`src/adsq_regs.svh`:
```
// Register offsets, field positions, reset values and counts of the scan range sequencer
`ifndef ADSQ_REGS_SVH
`define ADSQ_REGS_SVH
`define ADSQ_OFS_TRIGGER 4'h0
`define ADSQ_OFS_RANGE 4'h1
`define ADSQ_OFS_SCAN 4'h2
`define ADSQ_RANGE_LSB 0
`define ADSQ_RANGE_MSB 3
`define ADSQ_START_LSB 0
`define ADSQ_START_MSB 3
`define ADSQ_STOP_LSB 4
`define ADSQ_STOP_MSB 7
`define ADSQ_CHAN_RST 4'h0
`define ADSQ_CODE_RST 4'h0
`define ADSQ_RDATA_RST 8'h00
`define ADSQ_NUM_CH 16
`endif

```
`src/adsq_pkg.sv`:
```
// Types shared by the scan range sequencer modules
package adsq_pkg;
	typedef logic [3:0] adsq_chan_t;
	typedef logic [3:0] adsq_code_t;
	typedef logic [7:0] adsq_byte_t;
	typedef logic [3:0] adsq_ofs_t;
	// Polarity class of a range code
	typedef enum logic [1:0] {
		ADSQ_POL_BIPOLAR = 2'h0,
		ADSQ_POL_UNIPOLAR = 2'h1,
		ADSQ_POL_UNUSED = 2'h3
	} adsq_pol_e;
endpackage : adsq_pkg

```
`src/adsq_ram_if.sv`:
```
// Carrier between the sequencer control and its range code RAM
interface adsq_ram_if;
	import adsq_pkg::*;
	logic wr_en;
	adsq_chan_t wr_addr;
	adsq_code_t wr_data;
	adsq_chan_t rd_addr;
	adsq_code_t rd_data;
	modport ctrl (output wr_en, output wr_addr, output wr_data, output rd_addr, input rd_data);
	modport mem (input wr_en, input wr_addr, input wr_data, input rd_addr, output rd_data);
endinterface : adsq_ram_if

```
`src/adsq_range_ram.sv`:
```
// Per-channel range code store with a write-through read port
`include "adsq_regs.svh"
module adsq_range_ram #(
	parameter int NUM_CH = `ADSQ_NUM_CH
) (
	input wire logic mclk_i, // System clock
	input wire logic rst_n_i, // Asynchronous reset, active low
	adsq_ram_if.mem ram // Write and read port
);
	import adsq_pkg::*;

	adsq_code_t mem_q [NUM_CH];
	adsq_code_t next_mem [NUM_CH];

	// Write port: only the addressed entry changes
	always_comb begin
		next_mem = mem_q;
		if (ram.wr_en) begin
			next_mem[ram.wr_addr] = ram.wr_data;
		end
	end

	// Entries cleared at reset; generated per entry
	for (genvar g = 0; g < NUM_CH; g++) begin : g_entry
		always_ff @(posedge mclk_i or negedge rst_n_i) begin
			if (!rst_n_i) begin
				mem_q[g] <= `ADSQ_CODE_RST;
			end else begin
				mem_q[g] <= next_mem[g];
			end
		end
	end

	// Read forwards a write to the same entry so no stale code is seen
	assign ram.rd_data = (ram.wr_en && ram.wr_addr == ram.rd_addr) ? ram.wr_data
		: mem_q[ram.rd_addr];
endmodule : adsq_range_ram

```
`src/adsq_sequencer.sv`:
```
// Scan range sequencer: range code RAM, scan window and current channel
// Operation
// - Each channel keeps its own range code; conversions use the current channel's code.
// - Range port write stores bits 3..0 as range code; upper bits ignored.
// - Range code lands in the entry named by the start channel nibble.
// - Standard variant: 0-3 bipolar, 4-7 unipolar, 8 bipolar, rest unused.
// - High-gain variant: 0-3 bipolar, 4-7 unipolar, 8-11 bipolar, rest unused.
// - Scan port write latches stop from bits 7..4 and start from 3..0.
// - Every scan port write loads the current channel with the new start.
// - Each conversion trigger in a cycle without a scan port write advances the current channel once.
// - Channel steps start to stop, then returns to start, forever.
// - Scan port read returns the current channel in bits 3..0.
// - With software triggering, any write to the trigger port starts a conversion.
`include "adsq_regs.svh"
module adsq_sequencer #(
	parameter bit HIGH_GAIN = 1'b0, // Selects the high-gain range table
	parameter int NUM_CH = `ADSQ_NUM_CH // Channels behind the multiplexer
) (
	input wire logic mclk_i, // System clock, 25 MHz
	input wire logic rst_n_i, // Asynchronous reset, active low
	input wire adsq_pkg::adsq_ofs_t io_addr_i, // Byte port offset
	input wire adsq_pkg::adsq_byte_t io_wdata_i, // Write data
	input wire logic io_wr_i, // Write strobe, one cycle
	input wire logic io_rd_i, // Read strobe, one cycle
	input wire logic sw_trig_sel_i, // High: software trigger selected
	input wire logic ext_trig_i, // Pacer or external trigger pulse
	output logic [7:0] io_rdata_o, // Read data, valid cycle after io_rd_i
	output adsq_pkg::adsq_chan_t mux_channel_o, // Current multiplexer channel
	output adsq_pkg::adsq_code_t range_code_o, // Range code of current channel
	output logic range_unipolar_o, // Current code is a unipolar range
	output logic range_valid_o, // Current code is a defined range
	output logic conv_start_o // One-cycle conversion start pulse
);
	import adsq_pkg::*;

	if (NUM_CH != 16) begin : g_check
		$error("adsq_sequencer serves exactly 16 channels");
	end

	adsq_ram_if ram ();

	adsq_range_ram #(
		.NUM_CH(NUM_CH)
	) u_ram (
		.mclk_i(mclk_i),
		.rst_n_i(rst_n_i),
		.ram(ram.mem)
	);

	// Polarity class of a code for the selected variant
	function automatic adsq_pol_e code_class(input adsq_code_t code);
		adsq_pol_e pol;
		pol = ADSQ_POL_UNUSED;
		case (code[3:2])
			2'h0: pol = ADSQ_POL_BIPOLAR;
			2'h1: pol = ADSQ_POL_UNIPOLAR;
			2'h2: pol = (HIGH_GAIN || code[1:0] == 2'h0) ? ADSQ_POL_BIPOLAR
				: ADSQ_POL_UNUSED;
			default: pol = ADSQ_POL_UNUSED;
		endcase
		return pol;
	endfunction : code_class

	// Port write decode, used for every write register; strobe and offset are arguments
	// so that continuous assignments see every change of them
	function automatic logic wr_hit(input logic wr, input adsq_ofs_t addr,
		input adsq_ofs_t ofs);
		return wr && addr == ofs;
	endfunction : wr_hit

	adsq_chan_t start_ch;
	adsq_chan_t stop_ch;
	adsq_chan_t cur_ch;
	adsq_chan_t next_start_ch;
	adsq_chan_t next_stop_ch;
	adsq_chan_t next_cur_ch;
	logic trig;
	logic scan_wr;
	logic next_conv_start;
	logic [7:0] next_rdata;
	adsq_code_t next_code;
	adsq_pol_e next_pol;

	// Trigger source and scan write strobe
	assign scan_wr = wr_hit(io_wr_i, io_addr_i, `ADSQ_OFS_SCAN);
	assign trig = sw_trig_sel_i ? wr_hit(io_wr_i, io_addr_i, `ADSQ_OFS_TRIGGER)
		: ext_trig_i;

	// Scan window and channel stepping; a scan write wins over a trigger
	always_comb begin
		next_start_ch = start_ch;
		next_stop_ch = stop_ch;
		next_cur_ch = cur_ch;
		if (scan_wr) begin
			next_stop_ch = io_wdata_i[`ADSQ_STOP_MSB:`ADSQ_STOP_LSB];
			next_start_ch = io_wdata_i[`ADSQ_START_MSB:`ADSQ_START_LSB];
			next_cur_ch = io_wdata_i[`ADSQ_START_MSB:`ADSQ_START_LSB];
		end else if (trig) begin
			if (cur_ch == stop_ch) begin
				next_cur_ch = start_ch;
			end else begin
				next_cur_ch = adsq_chan_t'(cur_ch + 4'h1);
			end
		end
	end

	// Range RAM write at the start channel, read at the coming channel
	always_comb begin
		ram.wr_en = wr_hit(io_wr_i, io_addr_i, `ADSQ_OFS_RANGE);
		ram.wr_addr = start_ch;
		ram.wr_data = io_wdata_i[`ADSQ_RANGE_MSB:`ADSQ_RANGE_LSB];
		ram.rd_addr = next_cur_ch;
	end

	// Output values for the next cycle
	always_comb begin
		next_code = ram.rd_data;
		next_pol = code_class(ram.rd_data);
		next_conv_start = trig;
		next_rdata = `ADSQ_RDATA_RST;
		if (io_rd_i && io_addr_i == `ADSQ_OFS_SCAN) begin
			next_rdata = {4'h0, cur_ch};
		end
	end

	// State and output registers
	always_ff @(posedge mclk_i or negedge rst_n_i) begin
		if (!rst_n_i) begin
			start_ch <= `ADSQ_CHAN_RST;
			stop_ch <= `ADSQ_CHAN_RST;
			cur_ch <= `ADSQ_CHAN_RST;
			mux_channel_o <= `ADSQ_CHAN_RST;
			range_code_o <= `ADSQ_CODE_RST;
			range_unipolar_o <= 1'b0;
			range_valid_o <= 1'b1;
			conv_start_o <= 1'b0;
			io_rdata_o <= `ADSQ_RDATA_RST;
		end else begin
			start_ch <= next_start_ch;
			stop_ch <= next_stop_ch;
			cur_ch <= next_cur_ch;
			mux_channel_o <= next_cur_ch;
			range_code_o <= next_code;
			range_unipolar_o <= (next_pol == ADSQ_POL_UNIPOLAR);
			range_valid_o <= (next_pol != ADSQ_POL_UNUSED);
			conv_start_o <= next_conv_start;
			io_rdata_o <= next_rdata;
		end
	end

	// Checks on channel stepping and register effects
	property p_scan_load;
		@(posedge mclk_i) disable iff (!rst_n_i)
		scan_wr |=> mux_channel_o == $past(io_wdata_i[3:0]) && stop_ch == $past(io_wdata_i[7:4]);
	endproperty
	a_scan_load: assert property (p_scan_load) else $error("scan write did not load window");
	property p_window;
		@(posedge mclk_i) disable iff (!rst_n_i)
		scan_wr ##1 (!scan_wr && !trig)[*2] |-> start_ch == $past(io_wdata_i[3:0], 2);
	endproperty
	a_window: assert property (p_window) else $error("start channel not held");
	property p_step;
		@(posedge mclk_i) disable iff (!rst_n_i)
		trig && !scan_wr && cur_ch != stop_ch |=> cur_ch == 4'($past(cur_ch) + 4'h1);
	endproperty
	a_step: assert property (p_step) else $error("trigger did not step channel");
	property p_wrap;
		@(posedge mclk_i) disable iff (!rst_n_i)
		trig && !scan_wr && cur_ch == stop_ch |=> cur_ch == $past(start_ch);
	endproperty
	a_wrap: assert property (p_wrap) else $error("stop channel did not return to start");
	property p_mod16;
		@(posedge mclk_i) disable iff (!rst_n_i)
		trig && !scan_wr && cur_ch == 4'hF && stop_ch != 4'hF |=> mux_channel_o == 4'h0;
	endproperty
	a_mod16: assert property (p_mod16) else $error("channel did not wrap to zero");
	property p_hold;
		@(posedge mclk_i) disable iff (!rst_n_i)
		!trig && !scan_wr |=> $stable(mux_channel_o);
	endproperty
	a_hold: assert property (p_hold) else $error("channel moved without cause");
	property p_read;
		@(posedge mclk_i) disable iff (!rst_n_i)
		io_rd_i && io_addr_i == `ADSQ_OFS_SCAN |=> io_rdata_o == {4'h0, $past(cur_ch)};
	endproperty
	a_read: assert property (p_read) else $error("scan read returned wrong channel");
	property p_range_wr;
		@(posedge mclk_i) disable iff (!rst_n_i)
		io_wr_i && io_addr_i == `ADSQ_OFS_RANGE |-> ram.wr_en && ram.wr_addr == start_ch
			&& ram.wr_data == io_wdata_i[3:0];
	endproperty
	a_range_wr: assert property (p_range_wr) else $error("range write misdirected");
	property p_code_use;
		@(posedge mclk_i) disable iff (!rst_n_i)
		1'b1 |=> range_code_o == $past(ram.rd_data) && mux_channel_o == $past(ram.rd_addr);
	endproperty
	a_code_use: assert property (p_code_use) else $error("range code not of current channel");
	property p_pol;
		@(posedge mclk_i) disable iff (!rst_n_i)
		range_unipolar_o == (range_code_o[3:2] == 2'h1);
	endproperty
	a_pol: assert property (p_pol) else $error("unipolar flag wrong for code");
	property p_sw_trig;
		@(posedge mclk_i) disable iff (!rst_n_i)
		sw_trig_sel_i && io_wr_i && io_addr_i == `ADSQ_OFS_TRIGGER |=> conv_start_o;
	endproperty
	a_sw_trig: assert property (p_sw_trig) else $error("software trigger lost");
	property p_valid;
		@(posedge mclk_i) disable iff (!rst_n_i)
		range_valid_o == (HIGH_GAIN ? (range_code_o <= 4'hB) : (range_code_o <= 4'h8));
	endproperty
	a_valid: assert property (p_valid) else $error("defined range flag wrong for code");
	property p_ext_trig;
		@(posedge mclk_i) disable iff (!rst_n_i)
		!sw_trig_sel_i && ext_trig_i |=> conv_start_o;
	endproperty
	a_ext_trig: assert property (p_ext_trig) else $error("external trigger lost");
	property p_no_trig;
		@(posedge mclk_i) disable iff (!rst_n_i)
		!sw_trig_sel_i && !ext_trig_i |=> !conv_start_o;
	endproperty
	a_no_trig: assert property (p_no_trig) else $error("conversion start without trigger");
endmodule : adsq_sequencer

```
`config.mk`:
```
export PLATFORM = sky130hd
export DESIGN_NAME = adsq_sequencer
export DESIGN_NICKNAME = d
export VERILOG_FILES = /design/src/adsq_pkg.sv /design/src/adsq_ram_if.sv /design/src/adsq_range_ram.sv /design/src/adsq_sequencer.sv
export VERILOG_INCLUDE_DIRS = /design/src
export SDC_FILE = /design/constraint.sdc
export NUM_CORES = 1
export LEC_CHECK = 0
export BUFFER_PORTS_ARGS = -buffer_cell sky130_fd_sc_hd__buf_2
export CORE_ASPECT_RATIO = 1.2
export CORE_MARGIN = 2
export CORE_UTILIZATION = 59
export CTS_CLUSTER_DIAMETER = 150
export DETAILED_ROUTE_END_ITERATION = 8
export PLACE_DENSITY = 0.79
export SKIP_LAST_GASP = 1
export SLEW_MARGIN = 20
export SYNTH_ARGS = -nofsm -noshare
export SYNTH_HDL_FRONTEND = slang
export SYNTH_HIERARCHICAL = 1
export SYNTH_SLANG_ARGS = --single-unit
export TNS_END_PERCENT = 1
```
`constraint.sdc`:
```
create_clock -name mclk_i -period 3.6 [get_ports mclk_i]
set_input_delay 0.54 -clock mclk_i [delete_from_list [all_inputs] [get_ports mclk_i]]
set_output_delay 0.54 -clock mclk_i [all_outputs]
set_load 0.005 [all_outputs]
```
==> results of run 1 <==
layer usage:
layer / share of wire / track usage
met4: 0.023 / 0.09040
met1: 0.44 / 0.3056
met2: 0.49 / 0.3877
met3: 0.045 / 0.05112
met5: 0 / 0
path summary, 6_finish.rpt:
kind / endpoint / slack, ns / cells past startpoint
setup reg to reg: range_valid_o / 0.48 / 10
hold reg to reg: stop_ch[2] / 0.50 / 2
min in group mclk_i: stop_ch[3] / 0.37 / 3
setup / recovery: range_valid_o / 0.48 / 10
max in group asynchronous: u_ram/mem_q[54] / 2.82 / 1
hold / removal: stop_ch[0] / 0.19 / 1
synthesized netlist by cell type (3+ instances only):
cell,instances,area [sq um]
nand2_1,26,97.59
nand2b_1,4,25.02
mux2i_1,15,150.1
xnor2_1,6,52.55
buf_2,3,15.01
dfrtp_1,86,2152
clkbuf_1,5,18.77
buf_4,6,45.04
xor2_1,4,35.03
nand3_1,3,15.01
mux4_1,16,420.4
or3_1,3,18.77
nor2_1,10,37.54
mux2_2,68,765.7
nor2b_1,3,18.77
and3_1,5,31.28
logic make-up (layout without fill, tap and decap cells):
| kind of cell | after synthesis | count (layout) |
|---|---|---|
| and+or+nand+nor | 63 | 63 |
| DFF | 87 | 87 |
| xor gates and xnor gates | 10 | 10 |
| adders and majority gates | 1 | 1 |
| muxes | 99 | 99 |
| other | 1 | 4 |
| buffers and inverters | 19 | 61 |
| AOI/OAI and AO/OA | 14 | 14 |
through the flow:
| stage | setup WS (ns) | power, mW | std cells | area (sq um) | hold slack, ns |
|---|---|---|---|---|---|
| after floorplan | 0.6068 | 1.738 | 297 | 4222 | 0.2444 |
| after global placement | 0.3456 | 1.923 | 410 | 4458 | 0.4776 |
| after detailed placement | 0.3085 | 1.940 | 410 | 4458 | 0.4831 |
| after CTS | 0.4796 | 2.690 | 426 | 4681 | 0.3559 |
| after global routing | 0.2752 | 2.799 | 426 | 4684 | 0.2980 |
| final | 0.4756 | 2.666 | 426 | 4684 | 0.1893 |
layout make-up:
cell class	instances	area share
clock inverters	5	0.01736
clock buffers	11	0.03018
flip-flops and latches	87	0.4650
well taps	87	0.02324
inverters	3	0.002671
multi-input cells	191	0.4100
repair buffers	42	0.05155
sequential cells by signal (all words and copies together) (netlist names):
| signal | flops |
|---|---|
| conv_start_o | 1 |
| cur_ch | 4 |
| io_rdata_o | 4 |
| ram.wr_addr | 4 |
| range_code_o | 4 |
| range_unipolar_o | 1 |
| range_valid_o | 1 |
| stop_ch | 4 |
| u_ram/mem_q | 64 |
worst max-delay path: cells and delay by family, from the launching register on:
kind,cells,cell delay [ns]
AOI/OAI and AO/OA,3,0.59
buffers and inverters,1,0.29
and+or+nand+nor,1,0.25
xor gates and xnor gates,1,0.23
muxes,4,1.20
DFF,1,0.47
power by group through the flow:
| stage | clock, mW | sequential, mW | combinational [mW] |
|---|---|---|---|
| 6_report | 0.746 | 1.20 | 0.719 |
| 5_1_grt | 0.807 | 1.22 | 0.776 |
| 4_1_cts | 0.763 | 1.20 | 0.725 |
| 3_5_place_dp | 0 | 1.22 | 0.719 |
| 3_3_place_gp | 0 | 1.22 | 0.706 |
| 2_1_floorplan | 0 | 1.20 | 0.542 |
==> impl_metrics.py, run 1 <==
metrics = {
    "status": {
        "status": "finished clean",
    },
    "floorplan": {
        "floorplan.die_area_sq_um": 7831,
        "area_inside_the_core_boundary_sq_um": 6854,
        "std_cell_rows": 33,
        "die_height_microns": 96.54,
        "start_util": 0.6143,
        "ios": 37,
        "die_width_microns": 81.12,
    },
    "detailed_routing": {
        "avgRoutedWirePerCell_microns": 19.51,
        "ant_nets": 0,
        "number_of_detailed_routing_iterations_run_before_antenna_repair": 4,
        "vias_per_cell": 5.988,
        "drt_first_iter_violations": 175,
        "drc_errors": 0,
        "routed-via-count": 2551,
        "route.final.wire_length_mm": 8.311,
    },
    "sta": {
        "rsz0062_at_grt": "no",
        "timing.final.max_slew_violations": 0,
        "final.setup.tns_ns": 0,
        "finalHoldViolations": 0,
        "setup_viol": 0,
        "peak_freq_mhz": 320.1,
        "min_period_over_period": 0.8679,
        "worst_clock_skew_ns": 0.005902,
        "timing.final.crit_period_ns": 3.124,
        "tightest_slew_ns": 0.7991,
        "worst_slew_margin_rel": 0.4673,
    },
    "place": {
        "global_placer_s_final_weighted_congestion": 0.8723,
        "place.port_buffers": 32,
        "hpwlAfterDp_mm": 5.516,
    },
    "layout": {
        "flow.area_growth_from_synthesis_pct": 11.26,
        "final_common_cell": "dfrtp_1",
        "final_util": 0.6835,
        "fillers": 473,
        "final_nets": 353,
        "layout_cells_sized_above_1": 0.3923,
        "antennaDiodeCount": 0,
        "layout.cells.most_common_list": "86 x dfrtp_1, 68 x mux2_2, 31 x buf_2",
        "multi_input_comb_area_sq_um": 1921,
        "area.sequential_sq_um": 2178,
    },
    "global_routing": {
        "groute.usage.overall": 0.2351,
        "antenna_found_initial": 0,
        "maximum_number_of_pins_on_one_net_before_global_route_repair": 88,
        "overflow": 0,
        "first_global_vias": 2546,
        "grt_first_pass_wirelength_mm": 13.43,
    },
    "power": {
        "power.density_cell_area_nw_per_um2": 569.0,
        "switching_share": 0.2969,
        "p_int_mw": 1.874,
        "clock_power_share": 0.280,
        "power.share.sequential": 0.451,
        "total_switching_power_mw": 0.7915,
        "ir_worst_vdd_mv": 0.4651,
        "power.combinational.fraction": 0.270,
        "p_leak_nw": 2.384,
    },
    "synth": {
        "number_of_synthesized_flops_with_an_enable_pin": 0,
        "synthDistinctLibCells": 40,
        "synth_compound_gate_area_share": 0.02793,
        "synth_top_family_by_area": "multiplexers",
        "syn_inst": 294,
        "synth_xor_xnor_area_share": 0.02080,
        "synth-main-ff-cell": "dfrtp_1",
        "synth.yosys.seq_area_share": 0.5174,
        "synth_async_sr_flop_share": 1.000,
        "synthAdderAreaFrac": 0.002972,
        "yosys-mux-area-fraction": 0.3174,
        "post_synth_and_or_nand_nor_area_fraction": 0.08351,
        "synthesis.area_sq_um": 4210,
        "post_synth.cell_area_avg_sq_um": 14.32,
        "yosys_register_bits": 87,
        "yosys_warnings": 6,
    },
    "clock_network": {
        "postCtsResizedCells": 0,
        "clock_sink_count": 87,
        "ctsHoldBuffers": 0,
        "ctsLongestPathBuffers": 2,
        "post-cts-setup-buffer-count": 0,
        "cts-root-buf": "clkbuf_8",
        "clkSlewWorstSetupHoldPaths_ns": 0.08,
        "cts_made_buffers": 9,
        "clk_latency_ns": 0.36,
        "cts_tree": "built",
        "cts_htree_levels": 3,
    },
    "worst_hold_path": {
        "worst_hold_path_type": "in -> async",
    },
    "critical_path": {
        "timing.setup.critical_path_class": "reg -> reg",
        "cp-end-kind": "flop",
        "timing.critical_path.from_type": "flop",
        "crit_top_cell": "mux2i_1",
        "crit_path_top_delay_cell": "mux4_1",
        "worstPathArrival_ns": 3.40,
        "required_ns": 3.87,
        "crit-reg2reg-launch": "cur_ch[0]",
        "cp_slowest_stage_delay_ns": 0.61,
        "worst_setup_path_startpoint": "cur_ch[0]",
        "crit_path_max_fanout": 18,
        "cp_cell_sequence": "xnor2_1 -> nand4_2 -> o21ai_2 -> a311o_1 -> buf_4 -> mux4_1 -> mux2i_1 -> mux2i_1 -> mux2_2 -> o31ai_1",
    },
    "run": {
        "cap_violations": 0,
    },
}
No activity file was read; power rests on OpenSTA's default activity.
==> inputs of run 2 (changes only) <==
--- a/config.mk
+++ b/config.mk
@@ -9,10 +9,11 @@
 export BUFFER_PORTS_ARGS = -buffer_cell sky130_fd_sc_hd__buf_2
 export CORE_ASPECT_RATIO = 1.2
 export CORE_MARGIN = 2
-export CORE_UTILIZATION = 59
+export CORE_UTILIZATION = 54
+export CTS_BUF_LIST = sky130_fd_sc_hd__clkbuf_16
 export CTS_CLUSTER_DIAMETER = 150
 export DETAILED_ROUTE_END_ITERATION = 8
-export PLACE_DENSITY = 0.79
+export PLACE_DENSITY = 0.76
 export SKIP_LAST_GASP = 1
 export SLEW_MARGIN = 20
 export SYNTH_ARGS = -nofsm -noshare
==> constraint.sdc (replaced) <==
create_clock -name mclk_i -period 2.83 [get_ports mclk_i]
set_input_delay 0.4245 -clock mclk_i [delete_from_list [all_inputs] [get_ports mclk_i]]
set_output_delay 0.4245 -clock mclk_i [all_outputs]
set_load 0.005 [all_outputs]
==> impl_metrics.py, run 2 (same netlist as run 1, synthesis figures left out) <==
metrics = {
    "layout": {
        "largest_register": "u_ram/mem_q",
        "antennaDiodeCount": 0,
        "layout.cells.most_common_list": "86 x dfrtp_1, 67 x mux2_2, 31 x buf_2, 31 x buf_4, 26 x nand2_1",
        "flow.area_growth_from_synthesis_pct": 18.93,
        "flip_flop_count_of_the_largest_register_all_copies_and_words_added": 64,
        "layout_cells_sized_above_1": 0.4528,
        "final_nets": 375,
        "final_common_cell": "dfrtp_1",
    },
    "critical_path": {
        "crit-reg2reg-launch": "stop_ch[0]",
        "crit_path_max_fanout": 16,
        "required_ns": 3.08,
        "worst_setup_path_startpoint": "stop_ch[0]",
        "worstPathArrival_ns": 3.23,
        "timing.critical_path.from_type": "flop",
        "cp-end-kind": "flop",
        "timing.setup.critical_path_class": "reg -> reg",
    },
    "floorplan": {
        "die_width_microns": 84.61,
        "floorplan.die_area_sq_um": 8522,
        "area_inside_the_core_boundary_sq_um": 7620,
        "start_util": 0.5525,
        "ios": 37,
        "std_cell_rows": 35,
        "die_height_microns": 100.7,
    },
    "sta": {
        "min_period_over_period": 1.050,
        "setup_ws_ns": -0.1422,
        "finalHoldViolations": 0,
        "setup_viol": 3,
        "worst_slew_margin_rel": 0.4877,
        "timing.final.max_slew_violations": 0,
        "tightest_slew_ns": 0.7684,
        "rsz0062_at_grt": "yes",
        "worst_clock_skew_ns": 0.008318,
        "final.setup.tns_ns": -0.2283,
        "peak_freq_mhz": 336.5,
        "timing.final.crit_period_ns": 2.972,
    },
    "clock_network": {
        "cts_htree_levels": 3,
        "clk_latency_ns": 0.34,
        "clock_sink_count": 87,
        "cts_tree": "built",
        "cts_made_buffers": 9,
        "clkSlewWorstSetupHoldPaths_ns": 0.06,
        "ctsHoldBuffers": 0,
        "ctsLongestPathBuffers": 2,
        "cts-root-buf": "clkbuf_16",
    },
    "detailed_routing": {
        "drt-met1-wl_mm": 3.706,
        "vias_per_cell": 5.843,
        "route.final.wire_length_mm": 8.797,
        "route.met3.wl_microns": 350,
        "met2_wirelength_mm": 4.466,
        "routed-via-count": 2641,
        "avgRoutedWirePerCell_microns": 19.46,
        "route.top_layer_used": "met4",
        "drt_first_iter_violations": 125,
        "drc_errors": 0,
        "number_of_detailed_routing_iterations_run_before_antenna_repair": 5,
        "ant_nets": 0,
    },
    "place": {
        "hpwlAfterDp_mm": 6.002,
        "global_placer_s_final_weighted_congestion": 0.8061,
        "place.port_buffers": 32,
    },
    "global_routing": {
        "groute.usage.overall": 0.2163,
        "grt_first_pass_wirelength_mm": 14.03,
        "first_global_vias": 2697,
        "overflow": 0,
        "maximum_number_of_pins_on_one_net_before_global_route_repair": 88,
        "antenna_found_initial": 0,
    },
    "power": {
        "p_leak_nw": 2.551,
        "ir_worst_vdd_mv": 0.5796,
        "power.density_cell_area_nw_per_um2": 788.7,
        "report.power.total_mw": 3.949,
    },
    "run": {
        "cap_violations": 0,
    },
    "status": {
        "status": "complete, but fails checks",
        "failed_checks": "negative setup slack",
    },
    "worst_hold_path": {
        "worst_hold_path_type": "in -> async",
    },
}
-- run 2: cell types whose count changed in the layout (fill, tap and decap cells not counted), moves of 2 or more --
cell       delta
xnor2_2       +4
xnor2_1       -4
buf_4        +21
inv_6         +2
clkbuf_16     +9
clkbuf_8     -10
-- run 2: worst paths after layout --
kind	endpoint	cells after the start	slack, ns
worst max-delay path	range_valid_o	11	-0.14
worst min-delay path	stop_ch[1]	1	0.12
worst max register to register	range_valid_o	11	-0.14
worst min register to register	u_ram/mem_q[41]	1	0.50
max in group asynchronous	io_rdata_o[3]	1	2.17
min in group mclk_i	stop_ch[1]	3	0.27
-- run 2: repair_timing --
action	in CTS	in global routing
setup buffers	4	1
endpoints found under the setup margin	3	5
pin swaps	3	4
resized for setup	4	5
hold endpoints to repair	0	0
-- run 2: area by class of cell --
class                           instances  area (sq um)
Clock buffer                            9         225.2
Sequential cell                        87          2178
Fill cell                             567          2613
Clock inverter                          6         93.84
Multi-Input combinational cell        191          1963
Inverter                                3         12.51
Timing Repair Buffer                   64         419.2
Tap cell                               92         115.1
-- run 2: worst max-delay path: stages, from the launching register on --
cell and delay (ns):
dfrtp_1 0.41, xnor2_2 0.18, nand4_2 0.17, o211a_1 0.24, a311o_1 0.30, buf_12 0.17
buf_4 0.15, mux4_1 0.45, mux2i_1 0.15, mux2i_1 0.11, mux2_4 0.30, o31ai_2 0.25
-- run 2: layer usage --
| layer | vias up | GRT usage |
|---|---|---|
| li1 | 1193 | - |
| met1 | 1366 | 0.2684 |
| met2 | 66 | 0.3652 |
| met3 | 16 | 0.04668 |
| met4 | 0 | 0.09646 |
| met5 | - | 0 |
-- run 2: metrics by stage --
step / instance area, sq um / hold slack [ns] / util / worst slack [ns] / cells
final: 5007 / 0.1189 / 0.6571 / -0.1422 / 452
after global routing: 5007 / 0.2109 / 0.6571 / -0.2534 / 452
after CTS: 4962 / 0.2656 / 0.6512 / -0.1371 / 451
after detailed placement: 4604 / 0.4875 / 0.6043 / -0.3064 / 432
after global placement: 4604 / 0.4785 / 0.6043 / -0.2522 / 432
after floorplan: 4223 / 0.1289 / - / 0.003068 / 297
-- run 2: where the power goes --
part	internal, mW	switching (mW)
Clock	0.776	0.489
Combinational	0.628	0.548
Sequential	1.40	0.109
Total	2.80	1.15
==> inputs of run 3 (changes only) <==
--- a/config.mk
+++ b/config.mk
@@ -7,6 +7,7 @@
 export NUM_CORES = 1
 export LEC_CHECK = 0
 export BUFFER_PORTS_ARGS = -buffer_cell sky130_fd_sc_hd__buf_2
+export CAP_MARGIN = 40
 export CORE_ASPECT_RATIO = 1.2
 export CORE_MARGIN = 2
 export CORE_UTILIZATION = 54
@@ -14,6 +15,7 @@
 export CTS_CLUSTER_DIAMETER = 150
 export DETAILED_ROUTE_END_ITERATION = 8
 export PLACE_DENSITY = 0.76
+export SKIP_CTS_REPAIR_TIMING = 1
 export SKIP_LAST_GASP = 1
 export SLEW_MARGIN = 20
 export SYNTH_ARGS = -nofsm -noshare
==> impl_metrics.py, run 3 (same netlist as run 1, synthesis figures left out) <==
metrics = {
    "clock_network": {
        "cts_tree": "built",
        "cts-root-buf": "clkbuf_16",
        "cts_made_buffers": 9,
        "clk_latency_ns": 0.34,
        "ctsLongestPathBuffers": 2,
        "cts_htree_levels": 3,
        "clock_sink_count": 87,
        "clkSlewWorstSetupHoldPaths_ns": 0.06,
    },
    "floorplan": {
        "die_height_microns": 100.7,
        "die_width_microns": 84.61,
        "ios": 37,
        "floorplan.die_area_sq_um": 8522,
        "area_inside_the_core_boundary_sq_um": 7620,
        "std_cell_rows": 35,
        "start_util": 0.5525,
    },
    "layout": {
        "flip_flop_count_of_the_largest_register_all_copies_and_words_added": 64,
        "final_common_cell": "dfrtp_1",
        "largest_register": "u_ram/mem_q",
        "layout_cells_sized_above_1": 0.4410,
        "layout.cells.most_common_list": "86 x dfrtp_1, 68 x mux2_2, 31 x buf_2",
        "antennaDiodeCount": 0,
        "final_nets": 371,
        "flow.area_growth_from_synthesis_pct": 18.07,
        "fillers": 543,
    },
    "sta": {
        "worst_clock_skew_ns": 0.003928,
        "min_period_over_period": 1.022,
        "setup_viol": 1,
        "setup_ws_ns": -0.06158,
        "finalHoldViolations": 0,
        "tightest_slew_ns": 0.5396,
        "timing.final.max_slew_violations": 0,
        "rsz0062_at_grt": "yes",
        "worst_slew_margin_rel": 0.6403,
        "timing.final.crit_period_ns": 2.892,
        "peak_freq_mhz": 345.8,
        "worst_hold_slack_ns": 0.06480,
    },
    "critical_path": {
        "cp_slowest_stage_delay_ns": 0.44,
        "cp-end-kind": "flop",
        "crit_top_cell": "mux2i_1",
        "worst-path-buf-inv": 1,
        "worstPathArrival_ns": 3.14,
        "timing.critical_path.from_type": "flop",
        "cp_cell_sequence": "xnor2_2 -> nand4_2 -> o211a_1 -> a311o_1 -> buf_12 -> mux4_1 -> mux2i_1 -> mux2i_1 -> mux2_2 -> o31ai_2",
        "timing.setup.critical_path_class": "reg -> reg",
        "crit_path_max_fanout": 17,
        "crit_path_top_delay_cell": "mux4_1",
        "required_ns": 3.08,
        "critical-path-top-delay-family": "multiplexers",
    },
    "detailed_routing": {
        "avgRoutedWirePerCell_microns": 19.87,
        "route.final.wire_length_mm": 8.902,
        "number_of_detailed_routing_iterations_run_before_antenna_repair": 4,
        "vias_per_cell": 5.835,
        "ant_nets": 0,
        "drc_errors": 0,
        "drt_first_iter_violations": 123,
        "routed-via-count": 2614,
    },
    "global_routing": {
        "first_global_vias": 2819,
        "overflow": 0,
        "grt_first_pass_wirelength_mm": 14.37,
        "groute.usage.overall": 0.2229,
        "antenna_found_initial": 0,
        "maximum_number_of_pins_on_one_net_before_global_route_repair": 47,
    },
    "power": {
        "p_leak_nw": 2.528,
        "power.density_cell_area_nw_per_um2": 779.5,
        "ir_worst_vdd_mv": 0.6068,
        "report.power.total_mw": 3.875,
    },
    "status": {
        "status": "complete, but fails checks",
        "failed_checks": "negative setup slack",
    },
    "worst_hold_path": {
        "worst_hold_path_type": "in -> async",
    },
    "run": {
        "cap_violations": 0,
    },
    "place": {
        "place.port_buffers": 32,
        "hpwlAfterDp_mm": 6.173,
        "global_placer_s_final_weighted_congestion": 0.8061,
    },
}
==> run 3: cell count changes in the layout (fill, tap and decap cells not counted), sizes merged <==
cell	change
buf	-4
==> run 3: final timing paths <==
kind                                from             to  slack (ns)  cells after the start
min reg2reg                   stop_ch[0]     stop_ch[0]        0.50                      2
min                              rst_n_i     stop_ch[1]        0.06                      1
min in group mclk_i        io_wdata_i[5]     stop_ch[1]        0.27                      3
max reg2reg                    cur_ch[1]  range_valid_o       -0.06                     10
max                            cur_ch[1]  range_valid_o       -0.06                     10
max in group asynchronous        rst_n_i  range_valid_o        2.10                      2
==> run 3: area by class of cell <==
cell class | count | area (sq um) | share of cell area
clock buffers | 9 | 225.2 | 0.04531
clock inverters | 6 | 93.84 | 0.01888
inverters | 3 | 12.51 | 0.002517
multi-input cells | 191 | 1948 | 0.3919
flip-flops and latches | 87 | 2178 | 0.4382
well taps | 92 | 115.1 | 0.02316
repair buffers | 60 | 397.9 | 0.08004
==> run 3: stage by stage <==
stage	util	cells	area (sq um)	TNS (ns)	worst slack, ns
4_1_cts	0.6488	448	4943	-0.2228	-0.1861
3_5_place_dp	0.6069	433	4624	-0.9923	-0.3314
6_report	0.6524	448	4971	-0.06158	-0.06158
5_1_grt	0.6524	448	4971	-0.2708	-0.1722
3_3_place_gp	0.6043	432	4604	-0.5109	-0.2522
2_1_floorplan	-	297	4223	0	0.003068
==> run 3: power by group <==
| part | switching, mW | total [mW] | internal, mW |
|---|---|---|---|
| Sequential | 0.106 | 1.51 | 1.40 |
| Combinational | 0.526 | 1.11 | 0.580 |
| Clock | 0.487 | 1.26 | 0.775 |
==> run 3: per-layer routing <==
metal  wire (microns)  vias to the layer above  part of all wire  GRT usage
li1                 -                     1179                 -          -
met1             3675                     1338              0.41     0.2756
met2             4476                       78              0.50     0.3719
met5                0                        -                 0          0
met3              454                       19             0.051    0.05242
met4              296                        0             0.033     0.1050
